<file path="src/pkg/wdt_pkg.sv">
// Constants for the watchdog and standby control block.
// Assumes a single 200 MHz clock and an active-low asynchronous reset.
package wdt_pkg;
  // Watchdog mode register field positions.
  localparam int MODE_RUN_BIT = 7; // Start/clear bit.
  localparam int MODE_PRIO_BIT = 4; // Watchdog over non-maskable priority.
  localparam int MODE_RSV3_BIT = 3; // Software writes zero here.
  localparam int MODE_DIV_LO = 1; // Count clock select, low bit.
  localparam int MODE_DIV_HI = 2; // Count clock select, high bit.
  localparam logic [7:0] MODE_WMASK = 8'h9e; // Bits 6, 5 and 0 are held at zero.
  localparam logic [7:0] MODE_RESET = 8'h00; // Reset value of the mode register.
  // Standby control register fields.
  localparam int SBY_STOP_BIT = 1; // Stop request.
  localparam int SBY_HALT_BIT = 0; // Halt request.
  localparam int SBY_ORIGIN_BIT = 2; // Standby origin flag.
  localparam logic [7:0] SBY_RESET = 8'h00; // Reset value.
  // Count clock divider and watchdog count widths.
  localparam int DIV_W = 12;            // Prescaler width.
  localparam int CNT_W = 8;             // Watchdog count width.
  localparam int IRQ_N = 8;             // Interrupt sources watched by standby.
  // Prescaler taps for the four count clock selections.
  localparam int TAP0 = 5;
  localparam int TAP1 = 7;
  localparam int TAP2 = 9;
  localparam int TAP3 = 11;
endpackage

</file>
<file path="src/rtl/prescaler.sv">
// Free-running divider that supplies the watchdog count clock tick.
// Assumes ref_clk and an active-low asynchronous reset nrst.
`timescale 1ns/1ps
module prescaler
  import wdt_pkg::*;
(
  input wire logic ref_clk,         // System clock.
  input wire logic nrst,            // Asynchronous reset, active low.
  input wire logic [1:0] sel,       // Count clock selection.
  output logic tick                 // One-cycle count clock pulse.
);
  typedef struct packed {
    logic [DIV_W-1:0] div;          // Divider value.
    logic tap_d;                    // Previous level of the chosen tap.
  } pre_state_t;
  pre_state_t st_r;                 // Current state.
  pre_state_t st_nxt;               // Next state.
  logic tap;                        // Selected tap level.

  ////////////////////////////////////////////////////////////////////////////
  // The divider clears only on reset, so a watchdog clear leaves its phase alone.
  always_comb begin
    case (sel)
      2'h0: tap = st_r.div[TAP0];
      2'h1: tap = st_r.div[TAP1];
      2'h2: tap = st_r.div[TAP2];
      default: tap = st_r.div[TAP3];
    endcase
    st_nxt = st_r;
    st_nxt.div = st_r.div + {{(DIV_W-1){1'b0}}, 1'b1};
    st_nxt.tap_d = tap;
    tick = tap & ~st_r.tap_d;
  end

  // Registers the divider state.
  always_ff @(posedge ref_clk or negedge nrst) begin
    if (!nrst) begin
      st_r <= '0;
    end else begin
      st_r <= st_nxt;
    end
  end
endmodule

</file>
<file path="src/rtl/watchdog_standby_control.sv">
// Watchdog timer with its interrupt priority and the standby entry logic.
// Assumes the CPU core decodes the immediate store and reports its events.
// Once started, the watchdog can only be cleared; only a reset stops it.
`timescale 1ns/1ps
module watchdog_standby_control
  import wdt_pkg::*;
(
  input wire logic ref_clk,                // System clock, 200 MHz.
  input wire logic nrst,                   // Asynchronous reset, active low.
  input wire logic mode_imm_we,            // Immediate-store write strobe.
  input wire logic mode_plain_we,          // Ordinary store aimed at mode register.
  input wire logic [7:0] wdata,            // Write data.
  input wire logic standby_control_we,                // Standby control write strobe.
  input wire logic [IRQ_N-1:0] irq_flag,   // Interrupt request flags.
  input wire logic [IRQ_N-1:0] irq_mask,   // Interrupt mask flags.
  input wire logic [IRQ_N-1:0] irq_svc_sel, // Service select flags.
  input wire logic macro_busy,             // Macro service in progress.
  input wire logic nmi_req,                // Non-maskable request.
  input wire logic insn_done,              // Instruction completed pulse.
  input wire logic wake,                   // Standby release event.
  output logic [7:0] watchdog_mode,        // Mode register readback.
  output logic [7:0] standby_control,      // Standby register readback.
  output logic watchdog_interrupt,         // Watchdog interrupt to the CPU.
  output logic nmi_take,                   // Non-maskable vector request.
  output logic halted,                     // Processor held in halt.
  output logic stopped                     // Processor held in stop.
);
  typedef enum logic [1:0] {
    SB_RUN = 2'b00,                        // Executing.
    SB_WAIT = 2'b01,                       // Waiting for macro service.
    SB_HALT = 2'b10,                       // Halted.
    SB_STOP = 2'b11                        // Stopped.
  } sb_state_t;

  typedef struct packed {
    logic [7:0] mode;                      // Watchdog mode register.
    logic origin;                          // Standby origin flag.
    logic [CNT_W-1:0] cnt;                 // Watchdog count.
    logic wdt_pend;                        // Overflow pending.
    logic nmi_step;                        // One non-maskable instruction owed.
    sb_state_t sb;                         // Standby state.
    logic irq_o;                           // Registered watchdog interrupt.
    logic nmi_o;                           // Registered non-maskable request.
  } wsc_state_t;

  wsc_state_t st_r;                        // Current state.
  wsc_state_t st_nxt;                      // Next state.
  logic tick;                              // Count clock tick.
  logic unmasked;                          // Unmasked vectored request pending.
  logic macro_pend;                        // Unmasked request set for macro service.
  logic [7:0] mwr;                         // Masked write value.
  logic ovf;                               // Watchdog count wraps on this tick.

  ////////////////////////////////////////////////////////////////////////////
  // The divider runs free of the watchdog clear.
  prescaler u_pre (
    .ref_clk(ref_clk),
    .nrst(nrst),
    .sel(st_r.mode[MODE_DIV_HI:MODE_DIV_LO]),
    .tick(tick)
  );

  ////////////////////////////////////////////////////////////////////////////
  // Next-state logic for watchdog, priority and standby.
  always_comb begin
    st_nxt = st_r;
    // Requests picked for macro service do not block halt; they only delay it.
    unmasked = |(irq_flag & ~irq_mask & ~irq_svc_sel);
    macro_pend = |(irq_flag & ~irq_mask & irq_svc_sel);
    mwr = wdata & MODE_WMASK;
    ovf = 1'b0;
    // Count advances only while running.
    // The wrap itself is latched after the arbitration below.
    if (st_r.mode[MODE_RUN_BIT] && tick) begin
      st_nxt.cnt = st_r.cnt + {{(CNT_W-1){1'b0}}, 1'b1};
      ovf = &st_r.cnt;
    end
    // Only the immediate store reaches the mode register.
    if (mode_imm_we) begin
      st_nxt.mode = mwr;
      st_nxt.mode[MODE_RUN_BIT] = st_r.mode[MODE_RUN_BIT] | mwr[MODE_RUN_BIT];
      if (mwr[MODE_RUN_BIT]) begin
        st_nxt.cnt = '0;
      end
    end
    // Priority arbitration of watchdog against non-maskable.
    st_nxt.irq_o = 1'b0;
    st_nxt.nmi_o = 1'b0;
    if (st_r.nmi_step) begin
      // One non-maskable instruction runs, then the watchdog vectors.
      st_nxt.nmi_o = 1'b1;
      if (insn_done) begin
        st_nxt.nmi_step = 1'b0;
        st_nxt.irq_o = 1'b1;
        st_nxt.wdt_pend = 1'b0;
      end
    end else if (st_r.wdt_pend && nmi_req && st_r.mode[MODE_PRIO_BIT]) begin
      // Both pending with the priority bit set: one non-maskable instruction is owed.
      st_nxt.nmi_step = 1'b1;
      st_nxt.nmi_o = 1'b1;
    end else if (nmi_req) begin
      st_nxt.nmi_o = 1'b1;
    end else if (st_r.wdt_pend) begin
      st_nxt.irq_o = 1'b1;
      st_nxt.wdt_pend = 1'b0;
    end
    // A wrap in the cycle that hands out the previous request must not be lost,
    // so the set is applied after the clear above and wins over it.
    if (ovf) begin
      st_nxt.wdt_pend = 1'b1;
    end
    // Standby control writes and entry.
    if (standby_control_we) begin
      st_nxt.origin = wdata[SBY_ORIGIN_BIT];
      if (wdata[SBY_STOP_BIT]) begin
        st_nxt.sb = SB_STOP;
      end else if (wdata[SBY_HALT_BIT] && !unmasked) begin
        st_nxt.sb = (macro_pend || macro_busy) ? SB_WAIT : SB_HALT;
      end
    end
    case (st_r.sb)
      SB_RUN: begin
      end
      SB_WAIT: begin
        if (!macro_busy) begin
          st_nxt.sb = SB_HALT;
        end
      end
      SB_HALT, SB_STOP: begin
        // The origin flag keeps what software wrote, so a release reads back
        // as one while a reset reads back as zero.
        if (wake) begin
          st_nxt.sb = SB_RUN;
        end
      end
      default: st_nxt.sb = SB_RUN;
    endcase
  end

  ////////////////////////////////////////////////////////////////////////////
  // Registers all state.
  // Reset loads constants only, so the origin flag reads zero after it.
  always_ff @(posedge ref_clk or negedge nrst) begin
    if (!nrst) begin
      st_r <= '{mode: MODE_RESET, origin: 1'b0, cnt: '0, wdt_pend: 1'b0,
                nmi_step: 1'b0, sb: SB_RUN, irq_o: 1'b0, nmi_o: 1'b0};
    end else begin
      st_r <= st_nxt;
    end
  end

  // Register and status outputs.
  // The low three bits of the standby readback mirror origin, stop and halt.
  assign watchdog_mode = st_r.mode;
  assign standby_control = {5'h00, st_r.origin, st_r.sb == SB_STOP, st_r.sb == SB_HALT};
  assign watchdog_interrupt = st_r.irq_o;
  assign nmi_take = st_r.nmi_o;
  assign halted = (st_r.sb == SB_HALT);
  assign stopped = (st_r.sb == SB_STOP);

  ////////////////////////////////////////////////////////////////////////////
  // Checks beside the logic.
  // Each one is disabled while reset is low, so a reset in mid-run is quiet.
  reserved_zero_a: assert property (@(posedge ref_clk) disable iff (!nrst)
    (watchdog_mode & ~MODE_WMASK) == 8'h00) else $error("reserved mode bits set");
  run_sticky_a: assert property (@(posedge ref_clk) disable iff (!nrst)
    watchdog_mode[MODE_RUN_BIT] |=> watchdog_mode[MODE_RUN_BIT])
    else $error("run bit cleared");
  plain_write_a: assert property (@(posedge ref_clk) disable iff (!nrst)
    (mode_plain_we && !mode_imm_we) |=> $stable(watchdog_mode))
    else $error("ordinary write changed mode");
  mode_hold_a: assert property (@(posedge ref_clk) disable iff (!nrst)
    !mode_imm_we |=> $stable(watchdog_mode))
    else $error("mode changed without immediate store");
  halt_refused_a: assert property (@(posedge ref_clk) disable iff (!nrst)
    (standby_control_we && wdata[SBY_HALT_BIT] && !wdata[SBY_STOP_BIT] && unmasked && !halted
     && st_r.sb == SB_RUN) |=> !halted) else $error("halt entered with pending request");
  halt_entry_a: assert property (@(posedge ref_clk) disable iff (!nrst)
    (standby_control_we && wdata[SBY_HALT_BIT] && !wdata[SBY_STOP_BIT] && !unmasked && !macro_pend
     && !macro_busy && st_r.sb == SB_RUN) |=> halted) else $error("halt not entered");
  macro_first_a: assert property (@(posedge ref_clk) disable iff (!nrst)
    (st_r.sb == SB_WAIT && macro_busy) |=> !halted)
    else $error("halt before macro service end");
  wait_halt_a: assert property (@(posedge ref_clk) disable iff (!nrst)
    (st_r.sb == SB_WAIT && !macro_busy && !standby_control_we) |=> halted)
    else $error("halt not entered after macro service");
  count_clear_a: assert property (@(posedge ref_clk) disable iff (!nrst)
    (mode_imm_we && wdata[MODE_RUN_BIT]) |=> st_r.cnt == '0)
    else $error("count not cleared");
  prio_first_a: assert property (@(posedge ref_clk) disable iff (!nrst)
    (st_r.wdt_pend && nmi_req && st_r.mode[MODE_PRIO_BIT] && !st_r.nmi_step)
    |=> (nmi_take && !watchdog_interrupt)) else $error("non-maskable step skipped");
  prio_step_a: assert property (@(posedge ref_clk) disable iff (!nrst)
    (st_r.nmi_step && insn_done) |=> watchdog_interrupt)
    else $error("watchdog not vectored after one instruction");
  overflow_irq_a: assert property (@(posedge ref_clk) disable iff (!nrst)
    (st_r.wdt_pend && !nmi_req && !st_r.nmi_step) |=> watchdog_interrupt)
    else $error("overflow lost");
  origin_keep_a: assert property (@(posedge ref_clk) disable iff (!nrst)
    !standby_control_we |=> $stable(standby_control[SBY_ORIGIN_BIT]))
    else $error("origin flag changed without a write");
  wake_release_a: assert property (@(posedge ref_clk) disable iff (!nrst)
    ((halted || stopped) && wake && !standby_control_we) |=> (!halted && !stopped))
    else $error("standby not released");
endmodule

</file>
<file path="config.mk">
export PLATFORM = sky130hd
export DESIGN_NAME = watchdog_standby_control
export DESIGN_NICKNAME = d
export VERILOG_FILES = /design/src/pkg/wdt_pkg.sv /design/src/rtl/prescaler.sv /design/src/rtl/watchdog_standby_control.sv
export SDC_FILE = /design/constraint.sdc
export NUM_CORES = 1
export LEC_CHECK = 0
export BUFFER_PORTS_ARGS = -buffer_cell sky130_fd_sc_hd__buf_4
export CAP_MARGIN = 20
export CORE_AREA = 2 2 66 68
export DETAILED_ROUTE_END_ITERATION = 8
export DIE_AREA = 0 0 68 70
export GPL_TIMING_DRIVEN = 0
export PLACE_DENSITY = 0.74
export SLEW_MARGIN = 20
export SYNTH_ARGS = -nofsm -noshare
export SYNTH_HDL_FRONTEND = slang
export SYNTH_SLANG_ARGS = --single-unit
</file>
<file path="constraint.sdc">
create_clock -name ref_clk -period 1.6 [get_ports ref_clk]
set_clock_uncertainty 0.05 [all_clocks]
set_input_delay 0.32 -clock ref_clk [delete_from_list [all_inputs] [get_ports ref_clk]]
set_output_delay 0.32 -clock ref_clk [all_outputs]
set_load 0.005 [all_outputs]
</file>
# Yosys cells after proc, flatten, opt, wreduce, memory -nomap -nowiden
# Cells that the tools add are included.
# totals
register_bits	33
input_bits	41
output_inout_bits	20
word_cells	65
# op_classes
n_addsub	2
eq_ne	8
n_mux	25
bitwise	8
n_reduce_logical	12
# ops
cell	count
8-bit AND	3
8-bit 2-to-1 mux	3
2-bit 2-to-1 mux	9
8-bit NOT	2
8-bit OR reduction	2
12-bit by 1-bit adder with 12-bit output (second input constant)	1
1-bit 2-to-1 mux	11
8-bit by 1-bit adder with 8-bit output (second input constant)	1
8-bit AND reduction	1
2-bit equality test (second input constant)	3
2-bit by 1-bit equality test with 1-bit output (second input constant)	2
1-bit logical AND	4
2-bit case mux with 2 select lines	1
3-bit by 1-bit inequality test with 1-bit output (second input constant)	1
3-bit by 2-bit inequality test with 1-bit output (second input constant)	1
3-bit inequality test (second input constant)	1
1-bit case mux with 3 select lines	1
3-bit AND reduction	1
2-bit logical NOT	1
2-bit OR reduction	1
1-bit AND	1
1-bit logical NOT	1
1-bit logical OR	1
1-bit NOT	1
1-bit bitwise OR	1

# Logic depth before layout (Yosys ltp)
# Gate-level depths: netlist of run 1.
# logic_depth
word_depth	11
depth_mapped	6
depth_no_buf	5

# By module
# From an unflattened synthesis of run 1, not the netlist that was laid out.
# unflattened
cells_unflattened	164
hier_area_um2	1759.2
# by_module_without_submodules
module	instances	cells_per_inst	area_per_inst_um2
watchdog_standby_control	1	121	1204.9
prescaler	1	43	554.3

# Least setup slack after synthesis of run 1
# Ideal clock, no wire load.
# synth_timing
kind	flip-flop to flip-flop
from	register st_r, in the netlist watchdog_mode[1]
to	register st_r[13] in the netlist's numbering
setup_time_ns	0.130
t_arrival_ns	1.456
path_slack_ns	-0.036
stages_incl_launch_ff	7
n_path_buf	1
cell_sequence	dfrtp_1 > mux4_2 > and3b_1 > buf_6 > nand4_1 > xor2_1 > nor2_1
# synth_rtl
item	line	rtl
from (decl)	watchdog_standby_control.sv:46	wsc_state_t st_r;
from (signal assigned)	watchdog_standby_control.sv:145	st_r <= '{mode: MODE_RESET, origin: 1'b0, cnt: '0, wdt_pend: 1'b0,
from (signal assigned)	watchdog_standby_control.sv:148	st_r <= st_nxt;

==> impl_results.md, run 1 <==
* Psw at 0.544 mW
* Width of the die at 68 µm
* Die H at 70 µm
* Clock buffer depth at 2
* Vias per inst at 4.70
* Most frequent cell after synthesis: dfrtp_1
* Area leader, netlist: dfrtp_1
* Wire length per cell at 11.7 µm
* Clock latency on the worst-skew pair at 0.29 ns
* Post-Syn Area per Cell at 10.7 µm²
* GPL Wtd Cong at 0.752
* Cell row count at 24
* GR Util All Layers at 15.6%
* Pwr/cell area at 926 nW/µm²
* Switching share of power at 25.3%
* Register area at 826 µm²
* Status: finished with violations
* Post-synth EDFFs at 0
* N_diodes at 0
* Synthesis-to-layout area growth at 35.7%
* Clk slew on worst S/H paths at 0.07 ns
* Top cell type's share of synthesized area at 48.3%
* Vias in the first global route at 1339
* Worst EP required at 1.71 ns
* CTS tree: yes
* Critical Path Sink Type: flip-flop
* Final setup viols at 8
* Most frequent cells after synthesis: 33 x dfrtp_1, 16 x buf_4, 10 x nand2_1, 10 x nor2_1, 9 x xnor2_1
* Final wirelength at 3.28 mm
* TritonRoute pass-1 iters at 4
* Critical-path maximum fanout at 7
* Yosys reg bits at 33
* Max-slew violations at 0
* Post-synth ARST share at 100%
* Logic pwr share at 22.9%
* Initial Util at 41.2%
* Final setup margin at -0.0740 ns
* Final min period at 1.67 ns
* Seq/Total Area, Yosys at 48.3%
* PnR Total Power at 2.15 mW
* Non-Filler Instances at 280
* Fmax at 597 MHz
* Failing checks: setup timing
* RSZ-0062 raised after global routing: true
* DRC at 0
* Die outline area at 4760 µm²
* PortBufs at 49
* First-pass GRT wire length at 5.65 mm
* Pint at 1.60 mW
* Via count at 1315
* Main synth FF type: dfrtp_1
* Leakage at 1.16 nW
* Mapped Cells at 159
* DRT iter0 DRCs at 63
* Nets at 270
* CTS buffer count at 5
* Max VDD drop at 0.379 mV
* Initial antenna violation count at 0
* Post-synth cell types at 34
* Ports at 61
* Clock root cell: clkbuf_8
* # fillers at 395
* Grt total ovfl at 0
* Clock Sinks at 33
* Yosys Warn Count at 0
* Cell Area, Synth at 1710 µm²
* Tightest Hold Check Type: primary input to flip-flop
* Fraction of layout cells with a size suffix above 1 at 39.0%
* Crit Path Class: flip-flop to flip-flop
* Largest net degree at the start of global routing at 34
* Post-DP HPWL at 2.50 mm
* Final Hold Viols at 0
* Multi-input logic area at 761 µm²
* Count of maximum capacitance violations at 0
* Synth area leaders: dfrtp_1 48%, buf_4 7.0%, xnor2_1 4.6%
* Antenna Nets Post-Route at 0
* Clock power frac at 31.8%
* Core area at 4140 µm²
* Worst EP arrival at 1.78 ns
* Crit share post-route at 105%
* Depth of the CTS H-tree at 2
* Sequential Power Share at 45.4%
* Inst Count DP at 267
* Nature of the critical path startpoint: flip-flop
flip-flops by register name, summed over array words and instances (netlist names):
name and count:
nmi_take 1, st_r 12, standby_control 1, u_pre.st_r 13, watchdog_interrupt 1, watchdog_mode 5
layout by cell type, fill, tap and decap left out, types with 3 or more instances in the layout:
master,instances
and2_1,3
and3_1,4
buf_4,69
clkbuf_8,7
conb_1,8
dfrtp_1,33
inv_1,6
mux2_2,6
mux2i_1,3
nand2_1,10
nand3_1,8
nand3b_1,7
nand4_1,7
nor2_1,10
nor3b_1,7
xnor2_1,8
xor2_1,8
cell type report:
cell class              count  share of cell area (%)
plain buffers              17                    5.34
clock inverters             1                   0.216
clock buffers               7                    4.16
repair buffers             55                    18.1
flip-flops and latches     33                    35.6
well taps                  52                    2.81
multi-input cells         109                    32.8
inverters                   6                   0.971
power groups by stage:
stage	clock [mW]	sequential, mW	combinational, mW
floorplan	0	0.966	0.263
global placement	0	0.985	0.475
detailed placement	0	0.987	0.481
CTS	0.704	0.970	0.489
global route	0.734	0.985	0.542
finish	0.682	0.974	0.491
routing by layer:
metal,track usage [%],wire [µm],vias to the layer above
met5,0,0,-
met4,4.44,53,0
met3,5.96,234,5
met2,25.4,1610,37
met1,18.9,1380,607
li1,-,-,666
cell families after synthesis:
family	synth area share (%)
flip-flops	48.3
other	0.219
multiplexers	7.03
AO/OA/AOI/OAI	2.20
XOR/XNOR	8.71
adder cells (fa/ha/maj)	1.46
buffers and inverters	9.22
AND/OR/NAND/NOR	22.8
worst paths after layout:
kind | startpoint | to | slack [ns] | cells past startpoint
max in group asynchronous | nrst | standby_control[2] | 0.75 | 2
worst min register to register | u_pre.st_r[12] | u_pre.st_r[12] | 0.41 | 1
worst max-delay path | watchdog_mode[1] | st_r[11] | -0.07 | 5
worst min-delay path | insn_done | st_r[4] | 0.17 | 2
min in group asynchronous | nrst | st_r[10] | 0.46 | 2
worst max register to register | watchdog_mode[1] | st_r[11] | -0.07 | 5
what timing repair did:
| action | CTS | global route |
|---|---|---|
| pin swaps | 4 | 3 |
| resized for setup | 1 | 2 |
| buffers inserted | 5 | 0 |
| hold endpoints to repair | 33 | 0 |
| hold buffers | 1 | 0 |
| setup endpoints to repair | 9 | 9 |
stage by stage:
step                      hold WS [ns]  util (%)  setup slack [ns]  TNS (ns)  cell area, µm²
after floorplan                -0.0256         -           -0.0137   -0.0556            1740
after global placement           0.230      52.3            -0.129    -0.782            2170
after detailed placement         0.235      52.3            -0.170     -1.02            2170
after CTS                        0.161      55.7           -0.0964    -0.500            2310
after global routing             0.175      55.9            -0.168     -1.11            2320
final                            0.172      55.9           -0.0740    -0.339            2320
worst max-delay path: stages (launching register included):
cell	delay, ns
dfrtp_1	0.37
mux4_2	0.52
and3b_2	0.27
nand4_1	0.12
xor2_1	0.16
nor2_1	0.07
No activity file was read; power rests on OpenSTA's default activity.
==> run 2: changes to the inputs <==
Settings changed: CORE_AREA 2 2 66 68 to 2 2 65 67, DIE_AREA 0 0 68 70 to 0 0 67 69, PLACE_DENSITY 0.74 to 0.73, SLEW_MARGIN 20 to default.
Clock period 1.6 ns to 1.55 ns, I/O delays scaled along.
==> impl_results.md, run 2 (synthesis gave the netlist of run 1 again) <==
* Nets at 270
* Crit path cell chain: mux4_2 > and3b_2 > buf_4 > xnor2_1 > nor2_1
* First-pass GRT wire length at 5.36 mm
* Largest Register: u_pre.st_r
* CTS buffer count at 5
* Cell row count at 23
* Final Hold Viols at 0
* Largest net degree at the start of global routing at 34
* Placed Instance Area at 2170 µm²
* Max VDD drop at 0.310 mV
* PortBufs at 49
* DRT iter0 DRCs at 40
* Final setup margin at -0.110 ns
* Post-route cell area at 2290 µm²
* Leakage at 1.14 nW
* Crit share post-route at 107%
* Clock latency on the worst-skew pair at 0.27 ns
* Tightest Hold Check Type: primary input to flip-flop
* Max-slew violations at 0
* Die outline area at 4620 µm²
* Number of flip-flops in the largest register at 13
* Failing checks: setup timing
* Clock Sinks at 33
* Antenna Nets Post-Route at 0
* Worst EP required at 1.65 ns
* Slowest-stage cell, CP: mux4_2
* Synthesis-to-layout area growth at 34.0%
* Clock root cell: clkbuf_8
* Fmax at 602 MHz
* Vias in the first global route at 1330
* Width of the die at 67 µm
* Critical path buffers and inverters at 1
* Commonest non-fill, non-tap cell in the layout: buf_4
* Pwr/cell area at 934 nW/µm²
* DRC at 0
* Final wirelength at 3.11 mm
* Via count at 1334
* CTS tree: yes
* GR Util All Layers at 14.8%
* Clock buffer depth at 2
* Final setup viols at 7
* Die H at 69 µm
* Post-Route Setup TNS at -0.696 ns
* Clk slew on worst S/H paths at 0.06 ns
* Nature of the critical path startpoint: flip-flop
* Wire length per cell at 11.2 µm
* Depth of the CTS H-tree at 2
* Post-DP HPWL at 2.43 mm
* Initial antenna violation count at 0
* Crit-path leading delay family: multiplexers
* TritonRoute pass-1 iters at 2
* Status: finished with violations
* Ports at 61
* Most frequent cells in the layout: 70 x buf_4, 33 x dfrtp_1, 10 x nand2_1, 10 x nor2_1, 9 x xnor2_1
* Worst EP arrival at 1.76 ns
* Crit Path Class: flip-flop to flip-flop
* Vias per inst at 4.82
* Final min period at 1.66 ns
* Critical Path Sink Type: flip-flop
* Fraction of layout cells with a size suffix above 1 at 37.9%
* Core area at 3910 µm²
* Worst path max stage delay at 0.48 ns
* RSZ-0062 raised after global routing: true
* Grt total ovfl at 0
* Post-place setup slack at -0.183 ns
* Count of maximum capacitance violations at 0
* GPL Wtd Cong at 0.758
* Critical-path maximum fanout at 8
* N_diodes at 0
* Initial Util at 43.7%
* # fillers at 378
==> run 2: metrics by stage <==
stage	instances	utilization, %	hold slack (ns)	power, mW
6_report	277	58.5	0.162	2.14
3_3_place_gp	265	55.3	0.221	1.50
2_1_floorplan	166	-	-0.0356	1.27
4_1_cts	275	58.1	0.155	2.15
3_5_place_dp	265	55.3	0.220	1.51
5_1_grt	277	58.5	0.154	2.27
==> run 2: worst paths after layout <==
kind	startpoint	end	slack (ns)	cells past startpoint
min reg2reg	u_pre.st_r[9]	u_pre.st_r[9]	0.42	1
max in group asynchronous	nrst	u_pre.st_r[7]	0.70	2
max	u_pre.st_r[8]	st_r[6]	-0.11	5
min in group asynchronous	nrst	st_r[8]	0.45	2
max reg2reg	u_pre.st_r[8]	st_r[6]	-0.11	5
min	insn_done	st_r[4]	0.16	2
==> run 2: worst reg2reg max path: cells and delay by family, from the launching register on <==
family / cells / cell delay (ns)
xor+xnor: 1 / 0.13
mux: 1 / 0.48
simple gates: 2 / 0.32
flops: 1 / 0.41
buf+inv: 1 / 0.15
==> run 2: cell type report <==
type                       count  area [µm²]  share of cell area [%]
sequential                    33         826                    36.1
buffer                        17         124                    5.41
tap                           50        62.6                    2.73
timing repair buffer          55         415                    18.1
inverter                       6        22.5                   0.984
multi-input combinational    109         753                    32.9
clock buffer                   7        86.3                    3.77
==> run 2: power breakdown <==
group | internal [mW] | switching [mW] | leakage (nW) | total [mW]
Sequential | 0.926 | 0.0643 | 0.421 | 0.990
Clock | 0.352 | 0.278 | 0.0443 | 0.629
Combinational | 0.336 | 0.183 | 0.680 | 0.520
==> run 2: per-layer routing <==
metal | part of all wire, % | GRT usage, % | up-vias
li1 | - | - | 659
met1 | 40 | 17.0 | 625
met2 | 52 | 25.3 | 48
met3 | 6.6 | 4.89 | 2
met4 | 0.97 | 4.76 | 0
met5 | 0 | 0 | -
==> run 2: timing repair <==
item	in CTS	in global routing
gates resized for setup	1	0
pin swaps	5	6
endpoints found under the setup margin	9	10
setup buffers	3	2
endpoints found under the hold margin	33	0
hold buffers	1	0
==> run 3: changes to the inputs <==
Settings changed: CORE_AREA 2 2 65 67 to 2 2 66 68, DIE_AREA 0 0 67 69 to 0 0 68 70, PLACE_DENSITY 0.73 to 0.7, SYNTH_HIERARCHICAL from default to 1.
==> impl_results.md, run 3 <==
* Worst setup path startpoint: watchdog_mode[2]
* Post-route cell area at 2420 µm²
* Vias per inst at 4.81
* Cell row count at 24
* Crit Path Class: flip-flop to flip-flop
* Most frequent cells in the layout: 72 x buf_4, 32 x dfrtp_1, 9 x nand3b_1, 9 x nor2_1
* Die outline area at 4760 µm²
* PnR Total Power at 2.38 mW
* Count of maximum capacitance violations at 0
* Critical Path End: st_r[11]
* Post-DP HPWL at 2.50 mm
* Initial Util at 42.5%
* Width of the die at 68 µm
* Post-Route Setup TNS at -1.16 ns
* Critical R2R Launch: watchdog_mode[2]
* Fmax at 571 MHz
* Final Hold Viols at 0
* Clk slew on worst S/H paths at 0.07 ns
* Max-slew violations at 0
* Clock buffer depth at 2
* Logic pwr share at 23.3%
* Placed Instance Area at 2220 µm²
* Status: finished with violations
* # fillers at 375
* Wire length per cell at 11.7 µm
* Final hold slack at 0.166 ns
* DRC at 0
* Fin util at 58.5%
* Antenna Nets Post-Route at 0
* Clock latency on the worst-skew pair at 0.28 ns
* RSZ-0062 raised after global routing: true
* Max VDD drop at 0.394 mV
* N_diodes at 0
* Failing checks: setup timing
* Switching share of power at 24.2%
* Grt total ovfl at 0
* Ports at 61
* Critical Path Sink Type: flip-flop
* Post-Syn Area per Cell at 10.7 µm²
* Multi-input logic area at 853 µm²
* Vias in the first global route at 1335
* Post-synth cell types at 40
* Seq/Total Area, Yosys at 46.9%
* Clock root cell: clkbuf_8
* Crit share post-route at 113%
* Cell Area, Synth at 1760 µm²
* Worst EP required at 1.66 ns
* Initial antenna violation count at 0
* TritonRoute pass-1 iters at 5
* Nets at 277
* Fraction of layout cells with a size suffix above 1 at 43.4%
* Inst Count DP at 272
* Final setup viols at 9
* Commonest non-fill, non-tap cell in the layout: buf_4
* Core area at 4140 µm²
* GPL Wtd Cong at 0.757
* Most frequent cells after synthesis: 33 x dfrtp_1, 17 x buf_4
* Post-place setup slack at -0.416 ns
* Die H at 70 µm
* Via count at 1380
* Yosys Warn Count at 6
* Critical-path maximum fanout at 6
* Final setup margin at -0.201 ns
* Largest Register: u_pre/st_r
* CTS tree: yes
* Clock Sinks at 33
* Main synth FF type: dfrtp_1
* Flop2flop setup slack at -0.20 ns
* Pwr/cell area at 981 nW/µm²
* Mapped Cells at 164
* Synth area leaders: dfrtp_1 47%, buf_4 7.3%, xnor2_1 4.5%
* GR Util All Layers at 15.5%
* Largest net degree at the start of global routing at 34
* Tightest Hold Check Type: primary input to flip-flop
* Post-synth EDFFs at 0
* Leakage at 1.17 nW
* Synthesis-to-layout area growth at 37.8%
* Depth of the CTS H-tree at 2
* Sequential Power Share at 41.9%
* Final wirelength at 3.35 mm
* PortBufs at 49
* CTS buffer count at 5
* Final min period at 1.75 ns
* Yosys reg bits at 33
* Psw at 0.576 mW
* Reg2Reg Depth at 7
* Most frequent cell after synthesis: dfrtp_1
* Worst EP arrival at 1.86 ns
* Reg-to-Reg End: st_r[11]
* First-pass GRT wire length at 5.57 mm
* Register area at 827 µm²
* Post-synth ARST share at 100%
* Top cell type's share of synthesized area at 46.9%
* Non-Filler Instances at 287
* Clock power frac at 34.8%
* Number of flip-flops in the largest register at 13
* Area leader, netlist: dfrtp_1
* DRT iter0 DRCs at 40
* Nature of the critical path startpoint: flip-flop
* Pint at 1.80 mW
-- run 3: changes by cell type after synthesis, moves of 2 or more --
cell	change
nand3b_1	+2
and3_1	-3
nor3_1	+2
mux2i_1	-2
a21oi_1	+4
o21ai_0	+3
nand4_2	+2
nor2b_1	+3
inv_1	-4
nand2_1	-4
-- run 3: final cells by class --
type                       count  area share (%)
buffer                        17            5.11
clock buffer                   7            3.56
clock inverter                 1            1.24
inverter                       2           0.310
multi-input combinational    118            35.2
sequential                    33            34.1
tap                           52            2.68
timing repair buffer          57            17.8
-- run 3: per-layer routing --
layer  global-route usage, %  vias to the layer above  share of wire, %
met2                    24.4                       42                50
met4                    6.67                        0               1.8
met5                       0                        -                 0
met3                    4.67                        4               5.7
li1                        -                      696                 -
met1                    19.3                      638                43
-- run 3: critical path: stages, from the launching register on --
cell and delay, ns:
dfrtp_1 0.37, mux4_2 0.52, nor2b_4 0.14, and2_4 0.15, and4_4 0.15, nand3_2 0.06
xor2_1 0.15, nor2_1 0.05
-- run 3: worst min path at each step --
stage	start	endpoint	cells after the start
floorplan	nrst	nmi_take	0
global placement	nrst	st_r[9]	1
detailed placement	nrst	st_r[9]	1
CTS	insn_done	st_r[4]	2
global route	insn_done	st_r[4]	2
finish	insn_done	st_r[4]	2
-- run 3: timing repair --
action | in CTS | in global routing
hold endpoints to repair | 33 | 0
gates resized for setup | 3 | 6
pin swaps | 2 | 5
hold buffers | 1 | 0
endpoints found under the setup margin | 9 | 11
buffers inserted | 6 | 1
-- run 3: logic make-up after synthesis --
logic type      synth area share, %
compound gates                 4.41
xor+xnor                       7.97
fa+ha+maj                      1.42
buf+inv                        7.89
flops                          46.9
mux                            5.05
other cells                   0.213
simple gates                   26.1
-- run 3: power groups by stage --
stage               sequential (mW)  combinational (mW)  clock, mW
floorplan                     0.992               0.273          0
global placement               1.01               0.484          0
detailed placement             1.01               0.491          0
CTS                            1.00               0.512      0.853
global route                   1.00               0.617      0.900
finish                        0.996               0.555      0.827
